===== src/logic/isfl_cfg.svh =====
`ifndef ISFL_CFG_SVH
`define ISFL_CFG_SVH
// ****************************************************************
// Register map (byte addresses on the APB bus)
// ****************************************************************
`define ISFL_OFS_STATUS   8'h00
`define ISFL_OFS_CTRL     8'h04
`define ISFL_OFS_IRQ_STAT 8'h08
`define ISFL_OFS_IRQ_CLR  8'h0c
`define ISFL_OFS_IRQ_EN   8'h10
// ****************************************************************
// Field positions and reset values
// ****************************************************************
`define ISFL_CTRL_ENABLE   7
`define ISFL_CTRL_COMM_REL 6
`define ISFL_CTRL_WAIT_REL 5
`define ISFL_ST_XMIT       3
`define ISFL_ST_ACK        2
`define ISFL_ST_START      1
`define ISFL_ST_STOP       0
`define ISFL_IRQ_START     0
`define ISFL_IRQ_STOP      1
`define ISFL_IRQ_ACK       2
`define ISFL_CTRL_RESET    1'b0
`define ISFL_IRQ_RESET     3'h0
// ****************************************************************
// SCL rising-edge counts within a byte
// ****************************************************************
`define ISFL_CNT_IDLE 4'h0
`define ISFL_CNT_8TH  4'h7
`define ISFL_CNT_9TH  4'h8
`define ISFL_CNT_END  4'h9
`endif


===== src/logic/isfl_pkg.sv =====
`default_nettype none
package isfl_pkg;
    typedef struct packed {
        logic xmit_dir;
        logic ack_seen;
        logic start_seen;
        logic stop_seen;
    } isfl_flags_t;
    typedef struct packed {
        logic ack;
        logic stop;
        logic start;
    } isfl_events_t;
endpackage
`default_nettype wire


===== src/logic/isfl_status_flags.sv =====
// Summary of operation
// - Direction flag 0 means receive; SDA output stays released.
// - Direction flag 1 drives shift-out latch onto SDA; master at once, slave from 9th clock.
// - Master start generation sets the direction flag.
// - Slave sets direction flag when address byte LSB reads 1.
// - Master clears direction flag when it sends LSB 1 (read).
// - Stop, releases, enable fall, arbitration loss, idle clear direction.
// - SDA low at ninth SCL rise sets acknowledge flag.
// - Stop, next byte first clock, release, enable fall clear ack flag.
// - Start condition sets start flag; marks address period.
// - Stop, first clock after address byte, release, enable fall clear it.
// - Stop condition sets stop flag; bus is released.
// - First clock of next address byte or enable fall clears stop flag.
// - Control bit 7 is enable, bit 6 is release trigger.
//
// Register access over APB and the register offsets were decided locally.
`timescale 1ns/10ps
`default_nettype none
`include "isfl_cfg.svh"
module isfl_status_flags (
    // Clock and reset
    input  wire logic        ref_clk_in,
    input  wire logic        reset_in,
    // APB slave
    input  wire logic        psel_in,
    input  wire logic        penable_in,
    input  wire logic        pwrite_in,
    input  wire logic [7:0]  paddr_in,
    input  wire logic [31:0] pwdata_in,
    output logic      [31:0] prdata_out,
    output logic             pready_out,
    output logic             pslverr_out,
    // Two-wire bus pins
    input  wire logic        scl_in,
    input  wire logic        sda_in,
    output logic             sda_out,
    output logic             sda_oe_out,
    // Neighbouring interface logic
    input  wire logic        master_in,
    input  wire logic        addr_match_in,
    input  wire logic        arb_lost_in,
    input  wire logic        start_gen_in,
    input  wire logic        so_latch_in,
    // Flags and interrupt
    output logic      [3:0]  flags_out,
    output logic             irq_out
);
    // ************************************************************
    // Pin synchronisers and bus condition detection
    // ************************************************************
    logic [1:0] scl_sync;
    logic [1:0] sda_sync;
    logic       scl_prev;
    logic       sda_prev;
    always_ff @(posedge ref_clk_in or posedge reset_in) begin
        if (reset_in) begin
            scl_sync <= 2'h3;
            sda_sync <= 2'h3;
            scl_prev <= 1'b1;
            sda_prev <= 1'b1;
        end else begin
            scl_sync <= {scl_sync[0], scl_in};
            sda_sync <= {sda_sync[0], sda_in};
            scl_prev <= scl_sync[1];
            sda_prev <= sda_sync[1];
        end
    end

    wire scl_s    = scl_sync[1];
    wire sda_s    = sda_sync[1];
    wire scl_rise = scl_s & ~scl_prev;
    // SDA moving while SCL stays high is a start or a stop
    wire scl_hi   = scl_s & scl_prev;
    wire start_det = scl_hi & sda_prev & ~sda_s;
    wire stop_det  = scl_hi & ~sda_prev & sda_s;

    // ************************************************************
    // Bit counter and address-byte tracking
    // ************************************************************
    logic [3:0] bit_cnt;
    logic       addr_byte;
    wire first_rise = scl_rise & ((bit_cnt == `ISFL_CNT_IDLE) |
                                  (bit_cnt == `ISFL_CNT_END));
    wire eighth     = scl_rise & (bit_cnt == `ISFL_CNT_8TH);
    wire ninth      = scl_rise & (bit_cnt == `ISFL_CNT_9TH);
    // First clock of the byte that follows the address byte
    wire after_addr = scl_rise & (bit_cnt == `ISFL_CNT_END) & addr_byte;
    // First clock of the address byte itself
    wire addr_first = scl_rise & (bit_cnt == `ISFL_CNT_IDLE) & addr_byte;
    wire [3:0] next_bit_cnt = (start_det | stop_det) ? `ISFL_CNT_IDLE :
                              first_rise ? 4'h1 :
                              scl_rise ? bit_cnt + 4'h1 : bit_cnt;
    wire next_addr_byte = start_det | (addr_byte & ~after_addr & ~stop_det);
    always_ff @(posedge ref_clk_in or posedge reset_in) begin
        if (reset_in) begin
            bit_cnt   <= `ISFL_CNT_IDLE;
            addr_byte <= 1'b0;
        end else begin
            bit_cnt   <= next_bit_cnt;
            addr_byte <= next_addr_byte;
        end
    end

    // ************************************************************
    // Control register and trigger pulses
    // ************************************************************
    logic       interface_enable;
    logic       enable_prev;
    logic       arb_prev;
    logic [2:0] irq_stat;
    logic [2:0] irq_en;
    wire wr_go = psel_in & penable_in & pready_out & pwrite_in;
    wire sel_status = paddr_in == `ISFL_OFS_STATUS;
    wire sel_ctrl   = paddr_in == `ISFL_OFS_CTRL;
    wire sel_istat  = paddr_in == `ISFL_OFS_IRQ_STAT;
    wire sel_iclr   = paddr_in == `ISFL_OFS_IRQ_CLR;
    wire sel_ien    = paddr_in == `ISFL_OFS_IRQ_EN;
    wire mapped = sel_status | sel_ctrl | sel_istat | sel_iclr | sel_ien;
    wire wr_ctrl  = wr_go & sel_ctrl;
    // Release triggers are one-shot; they read back as zero
    wire comm_release_trigger =
        wr_ctrl & pwdata_in[`ISFL_CTRL_COMM_REL];
    wire wait_release_trigger = wr_ctrl & pwdata_in[`ISFL_CTRL_WAIT_REL];
    wire enable_fall = enable_prev & ~interface_enable;
    wire arb_rise    = arb_lost_in & ~arb_prev;
    always_ff @(posedge ref_clk_in or posedge reset_in) begin
        if (reset_in) begin
            interface_enable <= `ISFL_CTRL_RESET;
            enable_prev      <= `ISFL_CTRL_RESET;
            arb_prev         <= 1'b0;
        end else begin
            if (wr_ctrl) begin
                interface_enable <= pwdata_in[`ISFL_CTRL_ENABLE];
            end
            enable_prev <= interface_enable;
            arb_prev    <= arb_lost_in;
        end
    end

    // ************************************************************
    // Status flags
    // ************************************************************
    isfl_pkg::isfl_flags_t flags;
    isfl_pkg::isfl_flags_t next_flags;
    wire rel_any = comm_release_trigger | wait_release_trigger;
    wire lsb_one = eighth & addr_byte & sda_s;
    // Idle slave: no address match once the address period is over
    wire no_comm = ~master_in & ~addr_match_in & ~flags.start_seen;
    wire dir_set = start_gen_in |
                   (lsb_one & ~master_in);
    wire dir_clr = stop_det | rel_any | enable_fall |
                   arb_rise | (start_det & ~master_in) |
                   no_comm |
                   (lsb_one & master_in);
    wire ack_set = ninth & ~sda_s;
    wire ack_clr = stop_det | first_rise |
                   comm_release_trigger | enable_fall;
    wire start_clr = stop_det | after_addr |
                     comm_release_trigger | enable_fall;
    wire stop_clr  = addr_first | enable_fall;
    // A setting event wins over a clearing one in the same cycle
    assign next_flags.xmit_dir   = dir_set |
                                   (flags.xmit_dir & ~dir_clr);
    assign next_flags.ack_seen   = ack_set |
                                   (flags.ack_seen & ~ack_clr);
    assign next_flags.start_seen = start_det |
                                   (flags.start_seen & ~start_clr);
    assign next_flags.stop_seen  = stop_det |
                                   (flags.stop_seen & ~stop_clr);
    always_ff @(posedge ref_clk_in or posedge reset_in) begin
        if (reset_in) begin
            flags <= '0;
        end else begin
            flags <= next_flags;
        end
    end

    // ************************************************************
    // SDA drive
    // ************************************************************
    logic slave_window;
    // A slave transmitter only takes the line from the 9th clock on
    wire next_window = flags.xmit_dir & (slave_window | (ninth & addr_byte));
    wire drive_ok = flags.xmit_dir & (master_in | slave_window);
    always_ff @(posedge ref_clk_in or posedge reset_in) begin
        if (reset_in) begin
            slave_window <= 1'b0;
            sda_oe_out   <= 1'b0;
            sda_out      <= 1'b0;
        end else begin
            slave_window <= next_window;
            // Open drain: only a low is ever driven
            sda_oe_out   <= drive_ok & ~so_latch_in;
            sda_out      <= 1'b0;
        end
    end

    // ************************************************************
    // Interrupts and APB answer
    // ************************************************************
    isfl_pkg::isfl_events_t evt;
    assign evt.start = start_det;
    assign evt.stop  = stop_det;
    assign evt.ack   = ack_set;
    wire [2:0] clr_bits = (wr_go & sel_iclr) ? pwdata_in[2:0] : 3'h0;
    wire [2:0] next_irq_stat = evt | (irq_stat & ~clr_bits);
    wire [2:0] next_irq_en = (wr_go & sel_ien) ? pwdata_in[2:0] : irq_en;
    wire [7:0] status_word = {4'h0, flags};
    wire [31:0] rd_word =
        sel_status ? {24'h0, status_word} :
        sel_ctrl   ? {24'h0, interface_enable, 7'h00} :
        sel_istat  ? {29'h0, irq_stat} :
        sel_ien    ? {29'h0, irq_en} : 32'h0;
    wire setup = psel_in & ~penable_in;
    always_ff @(posedge ref_clk_in or posedge reset_in) begin
        if (reset_in) begin
            irq_stat    <= `ISFL_IRQ_RESET;
            irq_en      <= `ISFL_IRQ_RESET;
            irq_out     <= 1'b0;
            flags_out   <= 4'h0;
            pready_out  <= 1'b0;
            pslverr_out <= 1'b0;
            prdata_out  <= 32'h0;
        end else begin
            irq_stat    <= next_irq_stat;
            irq_en      <= next_irq_en;
            irq_out     <= |(next_irq_stat & next_irq_en);
            flags_out   <= next_flags;
            pready_out  <= setup;
            pslverr_out <= setup & ~mapped;
            prdata_out  <= setup ? rd_word : 32'h0;
        end
    end
endmodule // isfl_status_flags
`default_nettype wire


===== config.mk =====
export PLATFORM = sky130hd
export DESIGN_NAME = isfl_status_flags
export DESIGN_NICKNAME = d
export VERILOG_FILES = /design/src/logic/isfl_pkg.sv /design/src/logic/isfl_status_flags.sv
export VERILOG_INCLUDE_DIRS = /design/src /design/src/logic
export SDC_FILE = /design/constraint.sdc
export NUM_CORES = 1
export LEC_CHECK = 0
export BUFFER_PORTS_ARGS = -buffer_cell sky130_fd_sc_hd__buf_2
export CORE_MARGIN = 1
export CORE_UTILIZATION = 48
export CTS_CLUSTER_DIAMETER = 30
export CTS_CLUSTER_SIZE = 16
export DETAILED_ROUTE_END_ITERATION = 8
export HOLD_SLACK_MARGIN = 0.06
export PLACE_DENSITY = 0.82
export SLEW_MARGIN = 20
export SYNTH_ARGS = -nofsm -noshare
export SYNTH_HDL_FRONTEND = slang
export SYNTH_SLANG_ARGS = --single-unit

===== constraint.sdc =====
create_clock -name ref_clk_in -period 2.87 [get_ports ref_clk_in]
set_clock_uncertainty 0.15 [all_clocks]
set_input_delay 0.574 -clock ref_clk_in [delete_from_list [all_inputs] [get_ports ref_clk_in]]
set_output_delay 0.574 -clock ref_clk_in [all_outputs]
set_load 0.02 [all_outputs]

# --- Word level (Yosys, flattened, before mapping) ---
# Cells that the tools add are included.
# Widths: inputs -> output; s select.
totals:
  register_bits: 41
  inputBits: 52
  elab_cells: 136
op_classes:
  addsub: 1
  n_eq_ne: 7
  mux: 10
  bitwise_logic: 92
  n_reduce_logical: 4
op_table:
  columns: ["operator", "count"]
  rows:
  - ["$and 1x1->1", 43]
  - ["$or 1x1->1", 28]
  - ["$mux 8", 3]
  - ["$not 1->1", 17]
  - ["$eq 8x4->1 const B", 2]
  - ["$mux 3", 4]
  - ["$mux 4", 3]
  - ["$eq 4x4->1 const B", 2]
  - ["$eq 8x3->1 const B", 1]
  - ["$eq 8x5->1 const B", 1]
  - ["$logic_not 8->1", 1]
  - ["$and 3x3->3", 2]
  - ["$add 4x1->4 const B", 1]
  - ["$eq 4x3->1 const B", 1]
  - ["$logic_not 4->1", 1]
  - ["$not 3->3", 1]
  - ["$or 3x3->3", 1]
  - ["$reduce_bool 3->1", 1]
  - ["$reduce_or 3->1", 1]

# --- Logic depth before layout (Yosys ltp) ---
# Gate-level depths: netlist of run 1.
logic_depth:
  word_depth: 15
  mapped_depth: 7
  mapped_depth_nobuf: 7

# --- Worst setup path after synthesis of run 1 ---
# Ideal clock, no wire load.
synth_path:
  kind: "input port to flip-flop"
  start: "input paddr_in[5]"
  end: "register irq_out"
  setup_time_ps: 126
  arrival_time_ps: 2176
  t_required_ps: 2594
  setup_slack_ps: 418
  stages: 5
  n_path_buf: 0
  path_cell_list: "or3_4 or4_4 mux2_4 o21a_1 a221o_1"
synth_via:
  word_cells_on_any_way: 11
  cone_classes: "eq/ne (2); mux (2); bitwise (6); reduce/logical (1)"
synth_rtl:
  columns: ["element", "line", "source"]
  rows:
  - ["start: declaration", "isfl_status_flags.sv:28", "input wire logic [7:0] paddr_in,"]
  - ["$eq 8x5->1 (no source line)", null, null]
  - ["$and 1x1->1", "isfl_status_flags.sv:207", "wire [2:0] next_irq_en = (wr_go & sel_ien) ? pwdata_in[2:0] : irq_en;"]
  - ["$mux 3", "isfl_status_flags.sv:207", null]
  - ["named net next_irq_en[2]", "isfl_status_flags.sv:207", null]
  - ["$and 3x3->3", "isfl_status_flags.sv:227", "irq_out <= |(next_irq_stat & next_irq_en);"]
  - ["$reduce_or 3->1", "isfl_status_flags.sv:227", null]
  - ["end signal: assignment", "isfl_status_flags.sv:227", null]
  - ["end: declaration", "isfl_status_flags.sv:46", "output logic irq_out"]
# The timed path passes the listed nets, and every way through them passes these cells.
# A chain may end at the register's enable or synchronous reset.

# --- Worst setup path after layout of run 1 ---
# Ends and elaborated chain as after synthesis.

==> results of run 1 <==
routing by layer:
metal  share of wire  wire, um
met5               0         0
met4           0.012        34
met3           0.053       156
met2            0.46      1340
met1            0.48      1400
power groups by stage:
stage | combinational, mW | sequential [mW] | clock [mW]
floorplan | 0.153 | 0.565 | 0
global placement | 0.187 | 0.558 | 0
detailed placement | 0.192 | 0.560 | 0
CTS | 0.192 | 0.552 | 0.238
global route | 0.213 | 0.559 | 0.267
finish | 0.192 | 0.551 | 0.231
layout by cell type (no fill, tap or decap), types with 2 or more instances in the layout:
| cell | synthesis | routed |
|---|---|---|
| or2_2 | 4 | 4 |
| ha_1 | 3 | 3 |
| clkbuf_4 | 0 | 5 |
| conb_1 | 1 | 28 |
| nand2_1 | 15 | 15 |
| o21ai_0 | 12 | 12 |
| dfstp_2 | 6 | 6 |
| nand3_1 | 7 | 7 |
| nor4_1 | 2 | 2 |
| buf_2 | 0 | 38 |
| dfrtp_1 | 28 | 28 |
| inv_1 | 6 | 6 |
| a32o_1 | 2 | 2 |
| nor2_1 | 14 | 14 |
| a31o_2 | 2 | 2 |
| o21a_1 | 2 | 2 |
| clkbuf_1 | 3 | 2 |
| nand2b_1 | 5 | 5 |
| nor2b_1 | 2 | 2 |
| nor3b_1 | 2 | 2 |
| nand4_1 | 2 | 2 |
| mux2_2 | 6 | 6 |
layout make-up:
cell class                      count  area [um2]  share of cell area
Clock buffer                        7        45.0              0.0232
Timing Repair Buffer               39         198               0.102
Sequential cell                    34         858               0.441
Tap cell                           46        57.6              0.0296
Multi-Input combinational cell    129         763               0.393
Inverter                            6        22.5              0.0116
final timing paths:
check / from / endpoint / slack [ns] / cells after the start
min in group ref_clk_in: sda_in / sda_sync[0] / 0.20 / 1
worst min-delay path: reset_in / bit_cnt[2] / 0.17 / 3
worst max register to register: scl_sync[1] / irq_out / 0.73 / 5
worst min register to register: scl_sync[0] / scl_sync[1] / 0.21 / 0
max in group asynchronous: reset_in / sda_prev / 2.06 / 3
worst max-delay path: paddr_in[5] / irq_out / 0.57 / 6
cell families after synthesis:
logic type | synth area share
multiplexers | 0.0468
buffers and inverters | 0.138
XOR/XNOR | 0.00993
flip-flops | 0.487
AND/OR/NAND/NOR | 0.190
adder cells (fa/ha/maj) | 0.0213
AO/OA/AOI/OAI | 0.105
other | 0.00213
worst max-delay path, delay by kind of cell:
kind	cells	cell delay, ns
muxes	1	0.32
buffers and inverters	1	0.10
and+or+nand+nor	2	1.00
AOI/OAI and AO/OA	2	0.36
through the flow:
step           setup WS [ns]  hold WS (ns)  utilization  cells
2_1_floorplan          0.418         0.195            -    200
3_3_place_gp           0.222         0.196        0.556    254
3_5_place_dp           0.236         0.197        0.556    254
4_1_cts                0.585         0.179        0.569    261
5_1_grt                0.510         0.165        0.569    261
6_report               0.567         0.168        0.569    261
state kept, by name, summed over array words and instances (netlist names), 2 cells and up:
signal,count
bit_cnt,4
flags_out,3
irq_en,3
irq_stat,3
prdata_out,5
scl_sync,2
sda_sync,2
==> flow_summary.toml, run 1 <==
[place]
gp_congestion = 0.817
place_hpwl_um = 2260
numPortBuffers = 38
placed_area_um2 = 1900

[global_route]
grt.busiest_layer = "met2"
grt_pass1_vias = 1130
grt_pass1_wl_um = 5060
grtUsageMet1 = 0.216
grtUsageTotal = 0.166
antenna_found_initial = 0
overflow = 0
grt_max_degree = 35
use_met2 = 0.258
use_met3 = 0.0474

[pwr]
p_leak_nw = 0.978
power.share.clock = 0.237
swShare = 0.303
p_total_mw = 0.974
p_int_mw = 0.679
p_switching_mw = 0.295
powerDensity_nw_per_um2 = 501
pwr-share-seq = 0.566
pwr-share-comb = 0.197
ir_worst_vdd_mv = 0.275

[setup_path]
path_class = "primary input to flip-flop"
cp.arrival_ns = 2.36
start_kind = "primary input"
crit_fanout = 6
max_stage_delay_ns = 0.59
end_kind = "flip-flop"
cp_cell_sequence = "buf_2 -> or3_4 -> or4_4 -> mux2_4 -> o21a_1 -> a221o_1"
required_ns = 2.93
crit_slowest_cell = "or4_4"

[routing]
vias = 1253
dr.pass1.iters = 4
routed_via_density = 4.80
drt-total-wl_um = 2930
drc = 0
wl_per_cell_um = 11.2
ant_nets = 0
drtIter0Drc = 30

[final_layout]
fillerInstances = 319
nets = 270
drive_gt1_frac = 0.316
n_antenna_cell = 0
final_area_um2 = 1940
syn2layout_area_growth_pct = 10.2

[timing]
max_slew_margin = 0.667
slew_viol_final = 0
rsz0062_at_grt = "false"
fin_crit_sh = 0.802
finalSetupViolCount = 0
period_needed_ns = 2.30
worstMarginPinSlew_ns = 0.494
finalHoldViolCount = 0
tns_ns = 0
fmax_ghz = 0.434

[hold_path]
hold_class = "primary input to async pin"

[die]
start_util = 0.516
die_area_um2 = 3920
design.portCount = 93
std_cell_rows = 21
die_w_um = 62.6
core-area_um2 = 3420
fp.dieH_um = 62.6

[synthesis]
syn_area_per_cell_um2 = 10.2
synth_common_cells = "buf_4 (28), dfrtp_1 (28), nand2_1 (15)"
synth_area_um2 = 1760
yosysSeqAreaShare = 0.487
yosys_register_bits = 34
synthTopCellsByArea = "dfrtp_1 (40%), buf_4 (12%), dfstp_2 (8.9%), mux2_2 (3.8%), o21ai_0 (3.4%)"
synth_top_area_frac = 0.397
yosysWarnings = 0
synth_top_cell_by_area = "dfrtp_1"
synth-async-reset-ratio = 1.00
synth_ff_type = "dfrtp_1"
synth.distinct_cells = 42
synth_cells = 173
synth_edf_count = 0

[clock_tree]
cts_tree = "yes"
ctsResizeCount = 0
numCtsBuffers = 5
cts.sinks = 34
clockBufferDepth = 2
clk_latency_ns = 0.32
cts-root-buf = "clkbuf_4"
clk_pin_slew_ns = 0.10
postCtsHoldBufs = 0
htree_levels = 2
postCtsSetupBuffers = 0

[run]
drv_cap = 0

[outcome]
status = "complete, no violations"
Power figures use the tool's default switching activity.
==> inputs of run 2 (changes only) <==
--- a/config.mk
+++ b/config.mk
@@ -8,12 +8,12 @@
 export LEC_CHECK = 0
 export BUFFER_PORTS_ARGS = -buffer_cell sky130_fd_sc_hd__buf_2
 export CORE_MARGIN = 1
-export CORE_UTILIZATION = 48
+export CORE_UTILIZATION = 45
 export CTS_CLUSTER_DIAMETER = 30
 export CTS_CLUSTER_SIZE = 16
 export DETAILED_ROUTE_END_ITERATION = 8
 export HOLD_SLACK_MARGIN = 0.06
-export PLACE_DENSITY = 0.82
+export PLACE_DENSITY = 0.77
 export SLEW_MARGIN = 20
 export SYNTH_ARGS = -nofsm -noshare
 export SYNTH_HDL_FRONTEND = slang
==> constraint.sdc (replaced) <==
create_clock -name ref_clk_in -period 2.3 [get_ports ref_clk_in]
set_clock_uncertainty 0.15 [all_clocks]
set_input_delay 0.46 -clock ref_clk_in [delete_from_list [all_inputs] [get_ports ref_clk_in]]
set_output_delay 0.46 -clock ref_clk_in [all_outputs]
set_load 0.02 [all_outputs]
==> run 2 against run 1 <==
Cell count is 4.2% higher; wire length increased by 13%; design area increased by 5.6%; global-route usage grew 1.2 points; via count grew 6.0%; critical path depth is the same; die area increased by 6.5%; critical path type unchanged.
==> flow_summary.toml, run 2 (synthesis gave the netlist of run 1 again) <==
[global_route]
grt_pass1_vias = 1262
grt_max_degree = 35
grtUsageTotal = 0.178
antenna_found_initial = 0
grt_pass1_wl_um = 5530
overflow = 0

[die]
start_util = 0.475
design.portCount = 93
die_w_um = 64.6
fp.dieH_um = 64.6
core-area_um2 = 3720
die_area_um2 = 4180
std_cell_rows = 22

[pwr]
ir_worst_vdd_mv = 0.382
powerDensity_nw_per_um2 = 679
p_leak_nw = 1.04

[place]
numPortBuffers = 38
gp_congestion = 0.775
placed_area_um2 = 1960
dp.cells = 264
pre_cts_ws_ns = -0.121
place_hpwl_um = 2510

[setup_path]
cp.arrival_ns = 2.15
cp_cell_sequence = "buf_2 -> or3_1 -> or4_4 -> mux2_4 -> o21a_1 -> a221o_1"
max_stage_delay_ns = 0.53
required_ns = 2.32
crit_slowest_cell = "or4_4"
crit_fanout = 3
start_kind = "primary input"
path_class = "primary input to flip-flop"
end_kind = "flip-flop"

[final_layout]
syn2layout_area_growth_pct = 16.4
max_flop_register = "prdata_out"
largest_reg_flops = 5
reg.largest.list = "prdata_out x5, bit_cnt x4"
fillerInstances = 358
nets = 278
n_antenna_cell = 0
drive_gt1_frac = 0.348
mostFrequentLayoutCell = "buf_2"
fin_cells = 272
final_area_um2 = 2050
mostFrequentLayoutCells = "buf_2 (38), conb_1 (28), dfrtp_1 (28), nand2_1 (15), nor2_1 (14)"

[clock_tree]
postCtsHoldBufs = 0
clk_pin_slew_ns = 0.07
cts_tree = "yes"
cts-root-buf = "clkbuf_8"
numCtsBuffers = 5
cts.sinks = 34
clockBufferDepth = 2
ctsResizeCount = 0
clk_latency_ns = 0.29
htree_levels = 2
postCtsSetupBuffers = 0

[timing]
finalSetupViolCount = 0
worst_slack_ns = 0.173
period_needed_ns = 2.13
fin_crit_sh = 0.925
slew_viol_final = 0
rsz0062_at_grt = "false"
fmax_ghz = 0.470
finalHoldViolCount = 0
tns_ns = 0
whs_ns = 0.0954

[routing]
drc = 0
drt-total-wl_um = 3300
dr.pass1.iters = 4
wl_per_cell_um = 12.1
ant_nets = 0
drtIter0Drc = 52
routed_via_density = 4.88
vias = 1328

[run]
drv_cap = 0

[hold_path]
hold_class = "primary input to async pin"

[outcome]
status = "complete, no violations"
run 2: cell types whose count changed in the layout (fill, tap and decap cells not counted):
cell      before  now
buf_4          1    9
clkbuf_1       2    1
clkbuf_4       5    0
clkbuf_8       0    6
clkinv_2       0    1
run 2: metal layers:
layer  wire length, um  global-route usage
met1              1460               0.198
met2              1550               0.296
met3               187              0.0493
met4                96               0.122
met5                 0                   0
run 2: through the flow:
step	total power, mW	util
final	1.39	0.553
after global routing	1.46	0.553
after CTS	1.41	0.553
after detailed placement	0.950	0.528
after global placement	0.937	0.528
after floorplan	0.896	-
run 2: worst paths after layout:
path	startpoint	to	slack, ns	cells past startpoint
max	paddr_in[2]	irq_out	0.17	6
min	reset_in	flags_out[0]	0.1	3
max reg2reg	pready_out	irq_out	0.25	5
min reg2reg	sda_sync[0]	sda_sync[1]	0.21	0
max in group asynchronous	reset_in	scl_sync[1]	1.57	3
min in group ref_clk_in	sda_in	sda_sync[0]	0.11	1
run 2: cell type report:
class | count | area [um2] | area share
timing repair buffer | 47 | 258 | 0.126
multi-input combinational | 129 | 763 | 0.372
tap | 48 | 60.1 | 0.0293
sequential | 34 | 858 | 0.418
clock inverter | 1 | 5.00 | 0.00244
inverter | 6 | 22.5 | 0.0110
clock buffer | 7 | 86.3 | 0.0420
run 2: worst max-delay path, delay by kind of cell:
kind	cells	cell delay [ns]
simple gates	2	0.89
buf+inv	1	0.11
compound gates	2	0.36
mux	1	0.32
run 2: power by group:
group          switching, mW  total (mW)  internal (mW)
logic                  0.155       0.248         0.0928
clock network          0.214       0.455          0.241
registers             0.0448       0.690          0.645
==> inputs of run 3 (changes only) <==
--- a/config.mk
+++ b/config.mk
@@ -13,7 +13,7 @@
 export CTS_CLUSTER_SIZE = 16
 export DETAILED_ROUTE_END_ITERATION = 8
 export HOLD_SLACK_MARGIN = 0.06
-export PLACE_DENSITY = 0.77
+export PLACE_DENSITY = 0.8
 export SLEW_MARGIN = 20
 export SYNTH_ARGS = -nofsm -noshare
 export SYNTH_HDL_FRONTEND = slang
==> run 3 against run 2 <==
Combinational power fell by 2%; total power rose by 3.1%; critical path depth did not move; global-route usage fell by 0.94 points; maximum frequency fell by 1.3%; utilization rose by 0.51 points; largest cell class unchanged; worst setup slack got worse by 0.027 ns; critical endpoint unchanged.
==> flow_summary.toml, run 3 (synthesis gave the netlist of run 1 again) <==
[clock_tree]
ctsResizeCount = 0
htree_levels = 2
clk_pin_slew_ns = 0.07
clk_latency_ns = 0.28
numCtsBuffers = 5
cts_tree = "yes"
cts-root-buf = "clkbuf_8"
cts.sinks = 34
clockBufferDepth = 2
postCtsSetupBuffers = 0
postCtsHoldBufs = 0

[die]
start_util = 0.475
core-area_um2 = 3720
die_w_um = 64.6
die_area_um2 = 4180
fp.dieH_um = 64.6
std_cell_rows = 22
design.portCount = 93

[timing]
rsz0062_at_grt = "false"
period_needed_ns = 2.15
finalHoldViolCount = 0
finalSetupViolCount = 0
tns_ns = 0
fin_crit_sh = 0.936
fmax_ghz = 0.464
slew_viol_final = 0

[routing]
drtIter0Drc = 38
ant_nets = 0
drc = 0
wl_per_cell_um = 11.6
vias = 1307
drt-total-wl_um = 3170
routed_via_density = 4.81
dr.pass1.iters = 4

[global_route]
grt_max_degree = 35
antenna_found_initial = 0
grtUsageTotal = 0.169
overflow = 0
grt_pass1_wl_um = 5260
grt_pass1_vias = 1196

[final_layout]
largest_reg_flops = 5
mostFrequentLayoutCells = "buf_2 (38), conb_1 (28), dfrtp_1 (28), nand2_1 (15), nor2_1 (14)"
max_flop_register = "prdata_out"
n_antenna_cell = 0
syn2layout_area_growth_pct = 17.4
fillerInstances = 353
reg.largest.list = "prdata_out x5, bit_cnt x4"
nets = 278
mostFrequentLayoutCell = "buf_2"
drive_gt1_frac = 0.353

[setup_path]
end_kind = "flip-flop"
crit_slowest_cell = "or4_4"
critPathLaunch = "paddr_in[2]"
cp_cell_sequence = "buf_2 -> or3_1 -> or4_4 -> mux2_4 -> o21a_1 -> a221o_1"
max_stage_delay_ns = 0.52
crit_buf_inv = 1
crit_fanout = 3
required_ns = 2.31
cp.arrival_ns = 2.17
path_delay_family = "simple AND/OR/NAND/NOR gates"
r2r-start = "pready_out"
start_kind = "primary input"
path_class = "primary input to flip-flop"

[pwr]
ir_worst_vdd_mv = 0.408
p_leak_nw = 1.05
p_total_mw = 1.44
powerDensity_nw_per_um2 = 694

[place]
place_hpwl_um = 2380
gp_congestion = 0.813
numPortBuffers = 38

[outcome]
status = "complete, no violations"

[run]
drv_cap = 0

[hold_path]
hold_class = "primary input to async pin"
-- run 3: where the power goes --
part / internal (mW) / switching [mW] / total [mW]
Sequential: 0.645 / 0.0425 / 0.688
Combinational: 0.0922 / 0.152 / 0.244
Clock: 0.302 / 0.203 / 0.505
-- run 3: path summary, 6_finish.rpt --
| path | end | slack (ns) | depth (start not counted) |
|---|---|---|---|
| max | irq_out | 0.15 | 6 |
| min | sda_oe_out | 0.10 | 3 |
| max reg2reg | irq_out | 0.25 | 7 |
| min reg2reg | scl_sync[1] | 0.21 | 0 |
| max in group asynchronous | scl_sync[0] | 1.58 | 3 |
| min in group ref_clk_in | sda_sync[0] | 0.12 | 1 |
-- run 3: per-stage QoR --
step / cell area [um2] / setup slack, ns / utilization / hold slack [ns] / std cells
2_1_floorplan: 1870 / 0.0606 / - / 0.195 / 200
3_3_place_gp: 1960 / -0.133 / 0.528 / 0.196 / 264
3_5_place_dp: 1960 / -0.107 / 0.528 / 0.203 / 264
4_1_cts: 2070 / 0.148 / 0.558 / 0.112 / 272
5_1_grt: 2070 / 0.0613 / 0.558 / 0.107 / 272
6_report: 2070 / 0.146 / 0.558 / 0.101 / 272
-- run 3: area by class of cell --
cell class	count	area [um2]	share of cell area
repair buffers	47	258	0.124
multi-input cells	129	763	0.368
clock buffers	8	110	0.0531
flip-flops and latches	34	858	0.414
well taps	48	60.1	0.0290
inverters	6	22.5	0.0109
-- run 3: metal layers --
metal / vias to the layer above / routed length [um] / track usage
met5: - / 0 / 0
met2: 39 / 1460 / 0.268
met4: 0 / 56 / 0.0806
li1: 638 / - / -
met3: 8 / 161 / 0.0493
met1: 622 / 1490 / 0.210
-- run 3: tightest hold or removal path, cell delays in order --
cell,delay [ns]
buf_2,0.09
inv_1,0.04
buf_4,0.36
